===== src/rtl/cdrld_pkg.sv =====
// Constants for the recovery loop configuration and lock detector
//
// Functional notes
// RULE_01: Phase offset applied only at 5.65 Gbps up.
// RULE_02: Phase offset signed, 1/32 UI steps, +-0.25 UI.
// RULE_03: Bandwidth field three bits, resets to four.
// RULE_04: Bandwidth scales linearly as field over four.
// RULE_05: Host never writes zero bandwidth field.
// RULE_06: Adaptive equalizer only above 5.5 Gbps.
// RULE_07: Manual equalizer strength or adaptive eye loop.
// RULE_08: Termination floats when bit seven is one.
// RULE_09: Normal, reference-aided and sticky lock modes.
// RULE_10: Lock within 250 ppm, then enable phase loop.
// RULE_11: Above 1000 ppm relock; stay until 250 ppm.
// RULE_12: Recovery mode value two selects reference aid.
// RULE_13: Host writes reference range and divide ratio.
// RULE_14: Host clears reference buffer power-down bit.
// RULE_15: Host should keep fast acquisition bit set.
// RULE_16: Reference mode compares divided oscillator, reference.
// RULE_17: Sticky flag cleared by writing one then zero.
// RULE_18: Loss of lock is a registered glitch-free level.
package cdrld_pkg;

  ////////////////////////////////////////////////////////////////////////////
  // Register offsets
  localparam logic [7:0] CDRLD_MODE_ADDR   = 8'h08;
  localparam logic [7:0] CDRLD_REFDIV_ADDR = 8'h0F;
  localparam logic [7:0] CDRLD_BW_ADDR     = 8'h10;
  localparam logic [7:0] CDRLD_PHASE_ADDR  = 8'h14;
  localparam logic [7:0] CDRLD_EQ_ADDR     = 8'h16;

  ////////////////////////////////////////////////////////////////////////////
  // Field positions
  localparam int CDRLD_PHASE_LSB  = 0;
  localparam int CDRLD_BW_LSB     = 0;
  localparam int CDRLD_MODE_LSB   = 4;
  localparam int CDRLD_STCLR_BIT  = 2;
  localparam int CDRLD_RATIO_LSB  = 0;
  localparam int CDRLD_RANGE_LSB  = 4;
  localparam int CDRLD_EQSTR_LSB  = 0;
  localparam int CDRLD_TERM_BIT   = 7;

  ////////////////////////////////////////////////////////////////////////////
  // Reset values and encodings
  localparam logic [2:0] CDRLD_BW_RESET    = 3'h4;
  localparam logic [2:0] CDRLD_BW_UNITY    = 3'h4;
  localparam logic [2:0] CDRLD_MODE_RESET  = 3'h0;
  localparam logic [2:0] CDRLD_MODE_REFAID = 3'h2;
  localparam logic [3:0] CDRLD_PHASE_RESET = 4'h0;
  localparam logic [7:0] CDRLD_EQ_RESET    = 8'h00;
  localparam logic [5:0] CDRLD_REFDIV_RESET = 6'h00;

  ////////////////////////////////////////////////////////////////////////////
  // Rate thresholds in Mbps
  localparam logic [13:0] CDRLD_PHASE_MIN_MBPS = 14'h1612;
  localparam logic [13:0] CDRLD_EQ_MIN_MBPS    = 14'h157C;

  ////////////////////////////////////////////////////////////////////////////
  // Frequency comparison window and ppm thresholds
  localparam int CDRLD_WIN_TICKS  = 40000;
  localparam int CDRLD_LOCK_PPM   = 250;
  localparam int CDRLD_UNLOCK_PPM = 1000;
  localparam logic [16:0] CDRLD_WIN_CNT = 17'(CDRLD_WIN_TICKS);
  localparam logic [16:0] CDRLD_LOCK_ERR =
    17'(CDRLD_WIN_TICKS * CDRLD_LOCK_PPM / 1000000);
  localparam logic [16:0] CDRLD_UNLOCK_ERR =
    17'(CDRLD_WIN_TICKS * CDRLD_UNLOCK_PPM / 1000000);

  ////////////////////////////////////////////////////////////////////////////
  // Lock state machine
  typedef enum logic [1:0] {
    CDRLD_ST_ACQ  = 2'b01,
    CDRLD_ST_LOCK = 2'b10
  } cdrld_state_t;

endpackage


===== src/rtl/cdrld_freq_cmp.sv =====
// Windowed frequency comparator between two tick streams
`timescale 1ns/1ps
module cdrld_freq_cmp (
  // Clock and reset
  input  wire logic sys_clk_in,
  input  wire logic rstn_in,
  // Tick streams
  input  wire logic restart_in,
  input  wire logic target_tick_in,
  input  wire logic osc_tick_in,
  // Results
  output logic      done_out,
  output logic      within_lock_out,
  output logic      beyond_unlock_out
);

  logic [16:0] win_reg;
  logic [16:0] win_next;
  logic [16:0] osc_reg;
  logic [16:0] osc_next;
  logic        done_reg;
  logic        in_reg;
  logic        out_reg;

  wire         win_end  = target_tick_in && (win_reg == cdrld_pkg::CDRLD_WIN_CNT - 17'h1);
  wire         osc_sat  = (osc_reg == 17'h1FFFF);
  wire  [16:0] osc_last = osc_reg + {16'h0000, osc_tick_in && !osc_sat};
  wire  [16:0] err      = (osc_last >= cdrld_pkg::CDRLD_WIN_CNT) ?
                          osc_last - cdrld_pkg::CDRLD_WIN_CNT :
                          cdrld_pkg::CDRLD_WIN_CNT - osc_last;

  assign win_next = (restart_in || win_end) ? 17'h0 :
                    win_reg + {16'h0000, target_tick_in};
  assign osc_next = (restart_in || win_end) ? 17'h0 : osc_last;

  always_ff @(posedge sys_clk_in) begin
    if (!rstn_in) begin
      win_reg  <= 17'h0;
      osc_reg  <= 17'h0;
      done_reg <= 1'b0;
      in_reg   <= 1'b0;
      out_reg  <= 1'b0;
    end else begin
      win_reg  <= win_next;
      osc_reg  <= osc_next;
      done_reg <= win_end && !restart_in;
      if (win_end && !restart_in) begin
        in_reg  <= (err <= cdrld_pkg::CDRLD_LOCK_ERR);
        out_reg <= (err >  cdrld_pkg::CDRLD_UNLOCK_ERR);
      end
    end
  end

  assign done_out          = done_reg;
  assign within_lock_out   = in_reg;
  assign beyond_unlock_out = out_reg;

endmodule


===== src/rtl/cdrld_top.sv =====
// Recovery loop configuration, equalizer control and lock detector
`timescale 1ns/1ps
module cdrld_top (
  // Clock and reset
  input  wire logic        sys_clk_in,
  input  wire logic        rstn_in,
  // Register image loads, shared data byte
  input  wire logic [7:0]  cfg_data_in,
  input  wire logic        mode_load_in,
  input  wire logic        refdiv_load_in,
  input  wire logic        bw_load_in,
  input  wire logic        phase_load_in,
  input  wire logic        eq_load_in,
  // Other configuration levels
  input  wire logic        lol_static_mode_in,
  input  wire logic        adaptive_eq_in,
  // Measured data rate in Mbps
  input  wire logic [13:0] rate_mbps_in,
  // Frequency ticks from same-clock dividers
  input  wire logic        osc_tick_in,
  input  wire logic        data_tick_in,
  input  wire logic        ref_tick_in,
  // Eye quality from the phase detector
  input  wire logic        eye_valid_in,
  input  wire logic [7:0]  eye_metric_in,
  // Loop configuration outputs
  output logic [3:0]       sample_phase_out,
  output logic [2:0]       loop_bandwidth_scale_out,
  output logic [4:0]       bw_gain_q2_out,
  output logic [3:0]       equalizer_setting_out,
  output logic             term_float_out,
  output logic [1:0]       reference_range_out,
  output logic [3:0]       data_reference_divide_out,
  output logic             reference_aided_mode_out,
  // Lock detector outputs
  output logic             loss_of_lock_out,
  output logic             sticky_lol_out,
  output logic             freq_loop_enable_out,
  output logic             digital_phase_loop_enable_out,
  output logic             acq_restart_out
);

  ////////////////////////////////////////////////////////////////////////////
  // Register images

  logic [2:0] mode_reg;
  logic       stclr_reg;
  logic [5:0] refdiv_reg;
  logic [2:0] bw_reg;
  logic [3:0] phase_reg;
  logic [7:0] eq_reg;

  always_ff @(posedge sys_clk_in) begin
    if (!rstn_in) begin
      mode_reg   <= cdrld_pkg::CDRLD_MODE_RESET;
      stclr_reg  <= 1'b0;
      refdiv_reg <= cdrld_pkg::CDRLD_REFDIV_RESET;
      bw_reg     <= cdrld_pkg::CDRLD_BW_RESET; // RULE_03
      phase_reg  <= cdrld_pkg::CDRLD_PHASE_RESET;
      eq_reg     <= cdrld_pkg::CDRLD_EQ_RESET;
    end else begin
      if (mode_load_in) begin
        mode_reg  <= cfg_data_in[cdrld_pkg::CDRLD_MODE_LSB +: 3];
        stclr_reg <= cfg_data_in[cdrld_pkg::CDRLD_STCLR_BIT];
      end
      if (refdiv_load_in)
        refdiv_reg <= cfg_data_in[5:0];
      if (bw_load_in)
        bw_reg <= cfg_data_in[cdrld_pkg::CDRLD_BW_LSB +: 3]; // RULE_03
      if (phase_load_in)
        phase_reg <= cfg_data_in[cdrld_pkg::CDRLD_PHASE_LSB +: 4];
      if (eq_load_in)
        eq_reg <= cfg_data_in;
    end
  end

  ////////////////////////////////////////////////////////////////////////////
  // Rate qualification and decode

  wire       phase_rate_ok = rate_mbps_in >= cdrld_pkg::CDRLD_PHASE_MIN_MBPS;
  wire       eq_rate_ok    = rate_mbps_in >  cdrld_pkg::CDRLD_EQ_MIN_MBPS;
  wire       ref_mode      = mode_reg == cdrld_pkg::CDRLD_MODE_REFAID; // RULE_12
  wire [3:0] ratio         = refdiv_reg[cdrld_pkg::CDRLD_RATIO_LSB +: 4];
  wire [1:0] range         = refdiv_reg[cdrld_pkg::CDRLD_RANGE_LSB +: 2];
  wire       adapt_on      = adaptive_eq_in && eq_rate_ok; // RULE_06
  wire [3:0] manual_eq     = eq_reg[cdrld_pkg::CDRLD_EQSTR_LSB +: 4]; // RULE_07

  ////////////////////////////////////////////////////////////////////////////
  // Applied configuration, registered

  logic [3:0] phase_app_reg;
  logic [4:0] gain_reg;
  logic       term_reg;

  // Signed offset, 1/32 UI steps, -8..+7 stays within 0.25 UI
  wire  [3:0] phase_next = phase_rate_ok ? phase_reg : 4'h0; // RULE_01 RULE_02
  // Gain in quarters: field/4 as a Q2 value
  wire  [4:0] gain_next  = {2'b00, bw_reg}; // RULE_04

  always_ff @(posedge sys_clk_in) begin
    if (!rstn_in) begin
      phase_app_reg <= 4'h0;
      gain_reg      <= {2'b00, cdrld_pkg::CDRLD_BW_UNITY};
      term_reg      <= 1'b0;
    end else begin
      phase_app_reg <= phase_next; // RULE_01
      gain_reg      <= gain_next; // RULE_04
      term_reg      <= eq_reg[cdrld_pkg::CDRLD_TERM_BIT]; // RULE_08
    end
  end

  ////////////////////////////////////////////////////////////////////////////
  // Adaptive equalizer sweep: try every strength, keep the best eye

  logic [3:0] try_reg;
  logic [3:0] best_reg;
  logic [7:0] best_metric_reg;
  logic [3:0] applied_eq_reg;
  logic [3:0] eq_out_reg;
  logic       sweep_done_reg;

  wire sweep_last = try_reg == 4'hF;
  wire better     = eye_metric_in > best_metric_reg;
  wire [3:0] win_set = better ? try_reg : best_reg;
  wire sweeping   = adapt_on && !sweep_done_reg;
  // Trial strength while sweeping, then the winner; manual when off
  wire [3:0] eq_pick = !adapt_on      ? manual_eq :
                       sweep_done_reg ? applied_eq_reg : try_reg;

  // One sweep per enable; dropping the enable rearms it
  always_ff @(posedge sys_clk_in) begin
    if (!rstn_in) begin
      try_reg         <= 4'h0;
      best_reg        <= 4'h0;
      best_metric_reg <= 8'h00;
      applied_eq_reg  <= 4'h0;
      eq_out_reg      <= 4'h0;
      sweep_done_reg  <= 1'b0;
    end else begin
      if (!adapt_on) begin
        try_reg         <= 4'h0;
        best_reg        <= 4'h0;
        best_metric_reg <= 8'h00;
        applied_eq_reg  <= manual_eq;
        sweep_done_reg  <= 1'b0;
      end else if (sweeping && eye_valid_in) begin // RULE_07
        try_reg <= try_reg + 4'h1;
        if (sweep_last) begin
          applied_eq_reg <= win_set;
          sweep_done_reg <= 1'b1;
        end else if (better) begin
          best_reg        <= try_reg;
          best_metric_reg <= eye_metric_in;
        end
      end
      eq_out_reg <= eq_pick; // RULE_06 RULE_07
    end
  end

  ////////////////////////////////////////////////////////////////////////////
  // Reference-aided oscillator divider

  logic [3:0] odiv_reg;
  wire        odiv_wrap = odiv_reg >= ratio;
  wire        odiv_tick = osc_tick_in && odiv_wrap;

  always_ff @(posedge sys_clk_in) begin
    if (!rstn_in)
      odiv_reg <= 4'h0;
    else if (osc_tick_in)
      odiv_reg <= odiv_wrap ? 4'h0 : odiv_reg + 4'h1;
  end

  // Divided oscillator against raw reference, or raw against data
  wire cmp_target = ref_mode ? ref_tick_in : data_tick_in; // RULE_16
  wire cmp_osc    = ref_mode ? odiv_tick : osc_tick_in; // RULE_16

  ////////////////////////////////////////////////////////////////////////////
  // Frequency comparison

  logic ref_mode_reg;
  logic cmp_done;
  logic cmp_in;
  logic cmp_out;

  // Changing the detector mode discards the partial window
  wire  mode_change = ref_mode != ref_mode_reg;

  cdrld_freq_cmp u_cmp (
    .sys_clk_in        (sys_clk_in),
    .rstn_in           (rstn_in),
    .restart_in        (mode_change),
    .target_tick_in    (cmp_target),
    .osc_tick_in       (cmp_osc),
    .done_out          (cmp_done),
    .within_lock_out   (cmp_in),
    .beyond_unlock_out (cmp_out)
  );

  ////////////////////////////////////////////////////////////////////////////
  // Lock state machine

  cdrld_pkg::cdrld_state_t state_reg;
  cdrld_pkg::cdrld_state_t state_next;
  logic                    restart_reg;

  wire go_lock   = cmp_done && cmp_in; // RULE_10
  wire go_unlock = cmp_done && cmp_out; // RULE_11

  always_comb begin
    state_next = state_reg;
    unique case (state_reg)
      cdrld_pkg::CDRLD_ST_ACQ:
        if (go_lock)
          state_next = cdrld_pkg::CDRLD_ST_LOCK; // RULE_10 RULE_16
      cdrld_pkg::CDRLD_ST_LOCK:
        if (go_unlock || mode_change)
          state_next = cdrld_pkg::CDRLD_ST_ACQ; // RULE_11 RULE_16
      default:
        state_next = cdrld_pkg::CDRLD_ST_ACQ;
    endcase
  end

  wire entering_acq = (state_reg == cdrld_pkg::CDRLD_ST_LOCK) &&
                      (state_next == cdrld_pkg::CDRLD_ST_ACQ);

  ////////////////////////////////////////////////////////////////////////////
  // Sticky loss of lock: clear on a one then zero of the clear bit

  logic sticky_reg;
  logic clr_armed_reg;
  logic lol_reg;

  wire clr_fall  = clr_armed_reg && !stclr_reg; // RULE_17
  wire lol_event = entering_acq;

  always_ff @(posedge sys_clk_in) begin
    if (!rstn_in) begin
      state_reg     <= cdrld_pkg::CDRLD_ST_ACQ;
      restart_reg   <= 1'b0;
      ref_mode_reg  <= 1'b0;
      sticky_reg    <= 1'b0;
      clr_armed_reg <= 1'b0;
      lol_reg       <= 1'b1;
    end else begin
      state_reg     <= state_next;
      restart_reg   <= entering_acq; // RULE_11
      ref_mode_reg  <= ref_mode;
      clr_armed_reg <= stclr_reg;
      // A new loss wins over a clear in the same cycle
      if (lol_event)
        sticky_reg <= 1'b1; // RULE_09
      else if (clr_fall)
        sticky_reg <= 1'b0; // RULE_17
      lol_reg <= lol_static_mode_in ?
                 (sticky_reg || lol_event) :
                 (state_next == cdrld_pkg::CDRLD_ST_ACQ); // RULE_18 RULE_09
    end
  end

  ////////////////////////////////////////////////////////////////////////////
  // Outputs

  assign sample_phase_out              = phase_app_reg;
  assign loop_bandwidth_scale_out      = bw_reg;
  assign bw_gain_q2_out                = gain_reg;
  assign equalizer_setting_out         = eq_out_reg;
  assign term_float_out                = term_reg;
  assign reference_range_out           = range;
  assign data_reference_divide_out     = ratio;
  assign reference_aided_mode_out      = ref_mode_reg;
  assign loss_of_lock_out              = lol_reg;
  assign sticky_lol_out                = sticky_reg;
  assign freq_loop_enable_out          =
    state_reg == cdrld_pkg::CDRLD_ST_ACQ;
  assign digital_phase_loop_enable_out =
    state_reg == cdrld_pkg::CDRLD_ST_LOCK; // RULE_10
  assign acq_restart_out               = restart_reg;

endmodule


===== config.mk =====
export PLATFORM = sky130hd
export DESIGN_NAME = cdrld_top
export DESIGN_NICKNAME = d
export VERILOG_FILES = /design/src/rtl/cdrld_pkg.sv /design/src/rtl/cdrld_freq_cmp.sv /design/src/rtl/cdrld_top.sv
export SDC_FILE = /design/constraint.sdc
export NUM_CORES = 1
export LEC_CHECK = 0
export BUFFER_PORTS_ARGS = -buffer_cell sky130_fd_sc_hd__buf_4
export CORE_ASPECT_RATIO = 1.4
export CORE_MARGIN = 2
export CORE_UTILIZATION = 45
export CTS_CLUSTER_DIAMETER = 80
export DETAILED_ROUTE_END_ITERATION = 7
export GPL_TIMING_DRIVEN = 0
export SLEW_MARGIN = 20
export SYNTH_ARGS = -nofsm -noshare
export SYNTH_HDL_FRONTEND = slang
export SYNTH_SLANG_ARGS = --single-unit

===== constraint.sdc =====
create_clock -name sys_clk_in -period 4.9 [get_ports sys_clk_in]
set_input_delay 0.49 -clock sys_clk_in [delete_from_list [all_inputs] [get_ports sys_clk_in]]
set_output_delay 0.49 -clock sys_clk_in [all_outputs]
set_load 0.02 [all_outputs]

After elaboration in Yosys (flattened, before gate mapping)
Cells that the tools add are included.
{"block": "op_classes", "n_mux": 16, "reduce_logical": 26, "add_sub_neg": 6, "n_lt_le_gt_ge": 7, "n_eq_ne": 10, "bitwise": 2}
{"op": "$add 17x1->17", "count": 2}
{"op": "$mux 4", "count": 7}
{"op": "$eq 17x16->1 const B", "count": 1}
{"op": "$eq 17x17->1 const B", "count": 1}
{"op": "$ge 17x16->1 const B", "count": 1}
{"op": "$gt 17x6->1 const B", "count": 1}
{"op": "$le 17x4->1 const B", "count": 1}
{"op": "$mux 17", "count": 1}
{"op": "$sub 16x17->17 const A", "count": 1}
{"op": "$sub 17x16->17 const B", "count": 1}
{"op": "$ge 14x13->1 const B", "count": 1}
{"op": "$gt 14x13->1 const B", "count": 1}
{"op": "$logic_and 1x1->1", "count": 11}
{"op": "$reduce_and 2->1", "count": 5}
{"op": "$add 4x1->4 const B", "count": 2}
{"op": "$gt 8x8->1", "count": 1}
{"op": "$mux 1", "count": 5}
{"op": "$eq 2x1->1 const B", "count": 2}
{"op": "$eq 4x4->1 const B", "count": 1}
{"op": "$ge 4x4->1", "count": 1}
{"op": "$logic_not 1->1", "count": 4}
{"op": "$mux 2", "count": 2}
{"op": "$ne 2x1->1 const B", "count": 2}
{"op": "$pmux 2 s2", "count": 1}
{"op": "other kinds (8)", "count": 11}
{"block": "word_totals", "output_inout_bits": 29, "regBits": 108, "word_cells": 95}

Depth between registers and ports, before layout
Gate-level depths: netlist of the first run.
{"block": "depth", "depth_word": 9, "depth_mapped": 22, "depth_no_buf": 22}

Hierarchy
Synthesis of the first run repeated with hierarchy kept, for this count alone.
{"block": "unflattened", "hier_cells": 642, "hier_area_um2": 5649.2}
{"mod": "cdrld_top", "cells_per_inst": 317, "area_each_um2": 2952.8, "seq_area_each_um2": 1321.3, "n_inst": 1}
{"mod": "cdrld_freq_cmp", "cells_per_inst": 325, "area_each_um2": 2696.3, "seq_area_each_um2": 740.7, "n_inst": 1}

Worst setup path before layout of the first run
No wires, ideal clock.
{"block": "synth_path", "path_kind": "register to register", "startpoint": "register refdiv_reg[0]", "endpoint": "register u_cmp.in_reg, in the netlist u_cmp.within_lock_out", "setup_slack_ns": 0.533, "stages_incl_launch_ff": 22, "arrival_time_ns": 4.298, "t_required_ns": 4.831, "setup_ns": 0.069, "n_path_buf": 0, "synth_period_minus_slack_ns": 4.367, "cell_sequence": "dfxtp_1 ha_1 nand2b_1 a21o_1 a21o_1 a21oi_1 a21oi_1 ha_1 ha_1 nand3_1 nor2_1 xor2_1 ha_1 and3_2 nand4_1 o31a_4 a31oi_4 mux2i_1 o22ai_1 nand4bb_1 a211o_1 o21ai_1"}
{"block": "synth_via", "elab_chain_len": 8}
{"element": "start: declaration", "line_no": "cdrld_top.sv:48", "rtl": "logic [5:0] refdiv_reg;"}
{"element": "start signal: assignment", "line_no": "cdrld_top.sv:57", "rtl": "refdiv_reg <= cdrld_pkg::CDRLD_REFDIV_RESET;"}
{"element": "start signal: assignment", "line_no": "cdrld_top.sv:67", "rtl": "refdiv_reg <= cfg_data_in[5:0];"}
{"element": "$ge 4x4->1 *", "line_no": "cdrld_top.sv:164", "rtl": "wire odiv_wrap = odiv_reg >= ratio;"}
{"element": "$logic_and 1x1->1 *", "line_no": "cdrld_top.sv:165", "rtl": "wire odiv_tick = osc_tick_in && odiv_wrap;"}
{"element": "$mux 1 *", "line_no": "cdrld_top.sv:176", "rtl": "wire cmp_osc = ref_mode ? odiv_tick : osc_tick_in;"}
{"element": "$logic_and 1x1->1 *", "line_no": "cdrld_freq_cmp.sv:27", "rtl": "wire [16:0] osc_last = osc_reg + {16'h0000, osc_tick_in && !osc_sat};"}
{"element": "$add 17x1->17 *", "line_no": "cdrld_freq_cmp.sv:27"}
{"element": "via u_cmp.osc_last[6]", "line_no": "cdrld_freq_cmp.sv:27"}
{"element": "$sub 16x17->17 (tied with other cells)", "line_no": "cdrld_freq_cmp.sv:30", "rtl": "cdrld_pkg::CDRLD_WIN_CNT - osc_last;"}
{"element": "$mux 17 *", "line_no": "cdrld_freq_cmp.sv:28", "rtl": "wire [16:0] err = (osc_last >= cdrld_pkg::CDRLD_WIN_CNT) ?"}
{"element": "$le 17x4->1 *", "line_no": "cdrld_freq_cmp.sv:48", "rtl": "in_reg <= (err <= cdrld_pkg::CDRLD_LOCK_ERR);"}
{"element": "end signal: assignment", "line_no": "cdrld_freq_cmp.sv:48"}
{"element": "end: declaration", "line_no": "cdrld_freq_cmp.sv:22", "rtl": "logic in_reg;"}
Mark *: on every way through the listed nets, which the timed path passes. The rest lies on a longest branch.
A chain may end at the register's enable or synchronous reset.

Worst setup path after layout of the first run
{"block": "layout_path", "startpoint": "register odiv_reg[0]", "endpoint": "register u_cmp.in_reg, in the netlist u_cmp.within_lock_out"}
{"block": "layout_via", "elab_chain_len": 8}
{"element": "start: declaration", "line_no": "cdrld_top.sv:163", "rtl": "logic [3:0] odiv_reg;"}
{"element": "start signal: assignment", "line_no": "cdrld_top.sv:171", "rtl": "odiv_reg <= odiv_wrap ? 4'h0 : odiv_reg + 4'h1;"}
{"element": "$ge 4x4->1 *", "line_no": "cdrld_top.sv:164"}
{"element": "$logic_and 1x1->1 *", "line_no": "cdrld_top.sv:165"}
{"element": "$mux 1 *", "line_no": "cdrld_top.sv:176"}
{"element": "$logic_and 1x1->1 *", "line_no": "cdrld_freq_cmp.sv:27"}
{"element": "$add 17x1->17 *", "line_no": "cdrld_freq_cmp.sv:27"}
{"element": "via u_cmp.osc_last[6]", "line_no": "cdrld_freq_cmp.sv:27"}
{"element": "$sub 16x17->17 (tied with other cells)", "line_no": "cdrld_freq_cmp.sv:30"}
{"element": "$mux 17 *", "line_no": "cdrld_freq_cmp.sv:28"}
{"element": "$le 17x4->1 *", "line_no": "cdrld_freq_cmp.sv:48"}
Marks and branches as above.

==> results of run 1 <==
worst max-delay path by stage:
stage / startpoint / endpoint
after global routing: odiv_reg[0] / u_cmp.within_lock_out
after global placement: odiv_reg[0] / u_cmp.within_lock_out
after CTS: odiv_reg[0] / u_cmp.within_lock_out
after detailed placement: odiv_reg[0] / u_cmp.within_lock_out
after floorplan: refdiv_reg[0] / u_cmp.within_lock_out
final: odiv_reg[0] / u_cmp.within_lock_out
per-stage QoR:
stage	power, mW	cell area (um2)	instances	worst slack, ns
final	1.80	6560	859	0.328
after global routing	1.88	6560	859	-0.0361
after CTS	1.82	6490	856	0.0441
after detailed placement	1.11	6200	840	-0.0422
after global placement	1.11	6200	840	-0.0368
after floorplan	1.03	5530	628	0.533
placed cells by master (no fill, tap or decap), types with 15 or more instances in the layout:
cell type and count:
buf_4 72, mux2i_1 37, o21ai_0 15, nand3_1 19, ha_1 25, xor2_1 19
dfxtp_1 102, a21oi_1 31, nand2_1 45, xnor2_1 21, inv_1 25, nor2_1 101
per-layer routing:
| layer | share of wire | global-route usage | vias to the layer above |
|---|---|---|---|
| met5 | 0 | 0 | - |
| li1 | - | - | 2345 |
| met3 | 0.036 | 0.0238 | 11 |
| met2 | 0.54 | 0.373 | 105 |
| met4 | 0.011 | 0.0779 | 0 |
| met1 | 0.41 | 0.217 | 2190 |
cells in the mapped netlist, drive strengths merged, types with 2 or more instances:
library cell  count  area (um2)
nor4             10         118
xnor2            24         225
o21bai            2        15.0
o31ai             3        22.5
a31o              4        43.8
and3              8        51.3
a21o              4        30.0
clkbuf           11        51.3
ha               26         325
o211ai            4        30.0
o21a              5        37.5
nand3            21         115
nand2b           10        62.6
mux2              6        67.6
nand2            45         169
nand4            16         136
nor2b             5        33.8
and2             13        82.6
nor2            102         385
a211oi            2        15.0
nor3              9        45.0
mux2i            37         370
o2111ai           2        17.5
buf              14        92.6
a311oi            3        26.3
nor3b             2        15.0
inv              27         101
a31oi             7        65.1
a21oi            33         169
o22ai             3        18.8
o221ai            2        23.8
nor4b             2        17.5
o21ai            17        88.8
or2               4        25.0
or3               3        25.0
xor2             20         175
dfxtp           103        2060
o31a              3        35.0
worst register-to-register path, delay by kind of cell, from the launching register on:
family / cells / cell delay (ns)
AOI/OAI and AO/OA: 9 / 1.82
xor gates and xnor gates: 1 / 0.23
adders and majority gates: 4 / 0.98
buffers and inverters: 1 / 0.06
DFF: 1 / 0.35
muxes: 1 / 0.21
and+or+nand+nor: 6 / 0.86
final cells by class:
| type | count | area share |
|---|---|---|
| Clock buffer | 11 | 0.0355 |
| Multi-Input combinational cell | 473 | 0.498 |
| Inverter | 27 | 0.0154 |
| Timing Repair Buffer | 68 | 0.0778 |
| Tap cell | 147 | 0.0280 |
| Sequential cell | 103 | 0.314 |
| Buffer | 25 | 0.0219 |
| Clock inverter | 5 | 0.00877 |
power breakdown:
group	switching [mW]	internal [mW]
Clock	0.310	0.398
Combinational	0.120	0.0988
Sequential	0.0143	0.860
Total	0.444	1.36
logic make-up after synthesis:
| group | after synthesis | share of synthesized area |
|---|---|---|
| fa+ha+maj | 26 | 0.0589 |
| flops | 103 | 0.373 |
| buf+inv | 52 | 0.0444 |
| mux | 43 | 0.0793 |
| other cells | 1 | 0.000679 |
| simple gates | 255 | 0.240 |
| xor+xnor | 44 | 0.0725 |
| compound gates | 103 | 0.131 |
timing repair:
action | 4_1_cts | 5_1_grt
setup endpoints to repair | 2 | 2
resized for setup | 1 | 9
endpoints found under the hold margin | 0 | 0
pin swaps | 0 | 2
setup buffers | 0 | 3
==> out/qor.yml, run 1 <==
status: "complete, no violations"
cellPowerDensity_nw_per_um2: 274
die_y_um: 135
synth_edf_count: 0
drt-total-wl_mm: 12.7
tns_ns: 0
n_fill_cell: 1136
die_area_um2: 13200
synth-main-ff-cell: "dfxtp_1"
hold_start: "cfg_data_in[6]"
place_congestion: 0.856
grt_max_degree: 17
tritoncts: "done"
insertion_delay_ns: 0.34
place_hpwl_mm: 9.82
cts.sinks: 103
async_flop_share: 0
cp_max_fo: 6
r2r_start: "odiv_reg[0]"
seq_area_frac_synth: 0.373
cp-end-kind: "register"
timing.hold.ws_ns: 0.385
syn_to_final_growth_pct: 18.8
hold_path_class: "in2reg"
clk_path_buf_depth: 2
numPortBuffers: 65
yosys_register_bits: 103
ir_drop_uv: 164
ff2ff_setup_slack_ns: 0.33
ant_nets: 0
drive_gt1_frac: 0.202
cts.htree.levels: 3
grt_pass1_vias: 4451
nets: 776
worstPathRequired_ns: 5.18
synth_cells: 627
crit_family: "compound AO/OA/AOI/OAI gates"
report.final.slew_viol_count: 0
post-route-period-util: 0.933
min_to: "mode_reg[2]"
tightest_slew_ns: 0.872
period_needed_ns: 4.57
clock.fmax_ghz: 0.219
setup_violations: 0
critPathKind: "reg2reg"
hold_path_depth: 3
cpMaxStageDelayCell: "o31a_4"
grt_pass1_wl_mm: 20.9
core_um2: 11900
crit_chain: "inv_1 -> ha_1 -> nand2b_1 -> a21o_1 -> a21o_1 -> a21oi_4 -> a21oi_1 -> ha_2 -> ha_1 -> nand3_1 -> nor2_1 -> xor2_2 -> ha_1 -> and3_2 -> nand4_1 -> o31a_4 -> a31oi_4 -> mux2i_1 -> o22ai_1 -> nand4bb_1 -> a211o_1 -> o21ai_1"
diodes: 0
drt_iter0_drc: 111
drv_cap: 0
multi_input_area_um2: 3270
cts-root-buf: "clkbuf_16"
antenna_found_initial: 0
arrival_ns: 4.85
cp.depth: 22
path_clk_slew_ns: 0.07
relSlewSlack: 0.414
r2r-end: "u_cmp.within_lock_out"
die_width_um: 97.7
path_buf_inv: 1
start_kind: "register"
drc: 0
critPathMaxStageDelay_ns: 0.40
p_leak_nw: 2.68
grt_overflow: 0
routedWlPerCell_um: 14.8
via_per_inst: 5.41
drt_pass1_iterations: 4
avgSynthCellArea_um2: 8.81
rows: 47
finalHoldViolations: 0
ioPinCount: 72
seq_area_um2: 2060
grt_use_total: 0.195
crit_top_cell: "ha_1"
synth_cell_types: 79
r2r_cells: 22
skew_ns: 0.00968
start_util: 0.465
cts_buffers: 9
netlist_area_um2: 5530
ys_warn_count: 0
fin_util: 0.552
hold_buffers: 0
route.vias.total: 4651
No activity file was read; power rests on OpenSTA's default activity.
==> run 2: changes to the inputs <==
--- a/config.mk
+++ b/config.mk
@@ -6,12 +6,15 @@
 export NUM_CORES = 1
 export LEC_CHECK = 0
 export BUFFER_PORTS_ARGS = -buffer_cell sky130_fd_sc_hd__buf_4
+export CELL_PAD_IN_SITES_DETAIL_PLACEMENT = 0
+export CELL_PAD_IN_SITES_GLOBAL_PLACEMENT = 1
 export CORE_ASPECT_RATIO = 1.4
 export CORE_MARGIN = 2
-export CORE_UTILIZATION = 45
+export CORE_UTILIZATION = 44
 export CTS_CLUSTER_DIAMETER = 80
 export DETAILED_ROUTE_END_ITERATION = 7
 export GPL_TIMING_DRIVEN = 0
+export PLACE_DENSITY_LB_ADDON = 0.1
 export SLEW_MARGIN = 20
 export SYNTH_ARGS = -nofsm -noshare
 export SYNTH_HDL_FRONTEND = slang
==> run 2 against run 1 <==
  * Non-clock buffer count fell by 2
  * Die area rose by 2.2%
  * Cell count rose by 0.12%
  * Fmax fell by 1.0%
  * Critical path depth did not move
  * First-iteration DRC count rose by 14%
  * Final area fell by 0.61%
  * Setup slack got worse by 0.048 ns
  * Core utilization fell by 2.3 points
  * Via count fell by 1.2%
  * Clock-buffer cell count did not move
==> out/qor.yml, run 2 (synthesized netlist as in run 1, its figures left out) <==
status: "complete, no violations"
core_um2: 12300
tns_ns: 0
fin_util: 0.530
drv_cap: 0
drc: 0
drt_pass1_iterations: 4
insertion_delay_ns: 0.34
place_hpwl_mm: 10.0
top_usage_layer: "met2"
nets: 774
critPathLaunch: "odiv_reg[0]"
place_ws_ns: -0.0776
die_area_um2: 13500
diodes: 0
cts.sinks: 103
tritoncts: "done"
p_int_mw: 1.32
cts_buffers: 9
layout_setup_ws_ns: 0.281
drt-total-wl_mm: 13.0
route.vias.total: 4594
ir_drop_uv: 146
start_kind: "register"
ff2ff_setup_slack_ns: 0.28
clock.fmax_ghz: 0.216
final_common_cell: "dfxtp_1"
cts.htree.levels: 3
grt_use_total: 0.196
met3_usage: 0.0245
report.final.slew_viol_count: 0
cp_max_fo: 9
swShare: 0.255
critPathKind: "reg2reg"
p_leak_nw: 2.67
hold_buffers: 0
grt_pass1_wl_mm: 21.2
clkPwrFrac: 0.381
skew_ns: 0.00732
p_sw_mw: 0.451
die_y_um: 137
cellPowerDensity_nw_per_um2: 271
finalHoldViolations: 0
antenna_found_initial: 0
ioPinCount: 72
numPortBuffers: 65
place_congestion: 0.900
drt_iter0_drc: 127
ant_nets: 0
relSlewSlack: 0.429
period_needed_ns: 4.62
drive_gt1_frac: 0.196
start_util: 0.449
hold_path_class: "in2reg"
power.share.sequential: 0.494
rsz0062_at_grt: "false"
grt_max_degree: 17
met2_usage: 0.370
grt_pass1_vias: 4489
mostFrequentLayoutCells: "103 x dfxtp_1, 101 x nor2_1, 70 x buf_4"
clk_path_buf_depth: 2
die_width_um: 98.7
cp-end-kind: "register"
tightest_slew_ns: 0.850
rows: 48
comb_power_share: 0.124
routedWlPerCell_um: 15.1
path_clk_slew_ns: 0.07
grt_overflow: 0
worstPathRequired_ns: 5.17
hold_start: "rstn_in"
post-route-period-util: 0.943
setup_violations: 0
cts-root-buf: "clkbuf_16"
syn_to_final_growth_pct: 18.0
arrival_ns: 4.89
use_met1: 0.217
r2r_start: "odiv_reg[0]"
via_per_inst: 5.34
run 2: cell types whose count changed in the layout (fill, tap and decap cells not counted), sizes merged:
| cell | change |
|---|---|
| buf | -2 |
| bufinv | -1 |
| clkinv | +1 |
run 2: routing by layer:
metal / share of wire / wire length [um] / up-vias
met5: 0 / 0 / -
met4: 0.017 / 219 / 0
met3: 0.032 / 413 / 16
met2: 0.54 / 6970 / 81
met1: 0.41 / 5390 / 2163
li1: - / - / 2334
run 2: what timing repair did:
item,CTS,global route
gates cloned,0,0
setup buffers,0,1
endpoints found under the setup margin,2,2
pin swaps,0,0
resized for setup,2,4
run 2: through the flow:
step	power, mW	std cells	hold slack (ns)	area [um2]
floorplan	1.03	628	0.429	5530
global placement	1.10	843	0.438	6200
detailed placement	1.11	843	0.446	6200
CTS	1.79	859	0.374	6490
global route	1.85	860	0.376	6520
finish	1.77	860	0.386	6520
run 2: area by class of cell:
cell class | instances | area [um2]
flip-flops and latches | 103 | 2060
plain buffers | 25 | 144
multi-input cells | 473 | 3260
fillers | 1212 | 5790
clock inverters | 5 | 32.5
repair buffers | 66 | 495
clock buffers | 11 | 243
inverters | 27 | 101
well taps | 150 | 188
run 2: path summary, 6_finish.rpt:
check,end,cells past startpoint
worst max-delay path,u_cmp.within_lock_out,22
worst min-delay path,bw_gain_q2_out[2],2
worst max register to register,u_cmp.within_lock_out,22
worst min register to register,term_float_out,1
run 2: power by group through the flow:
stage	logic, mW	clock network [mW]	registers [mW]
after global routing	0.245	0.729	0.876
after floorplan	0.129	0	0.901
after CTS	0.220	0.694	0.874
after global placement	0.212	0	0.892
after detailed placement	0.217	0	0.894
final	0.220	0.675	0.874
run 2: worst max-delay path, stage by stage, from the launching register on:
cell,delay [ns]
dfxtp_1,0.37
inv_1,0.08
ha_1,0.26
nand2b_1,0.14
a21o_1,0.17
a21o_1,0.20
a21oi_4,0.22
a21oi_1,0.10
ha_2,0.27
nand4_4,0.21
nor2_2,0.11
xnor2_2,0.18
inv_1,0.14
ha_1,0.16
and3_2,0.18
nand4_1,0.15
o31a_4,0.39
a31oi_4,0.29
mux2i_1,0.22
o22ai_1,0.10
nand4bb_1,0.22
a211o_1,0.29
o21ai_1,0.12
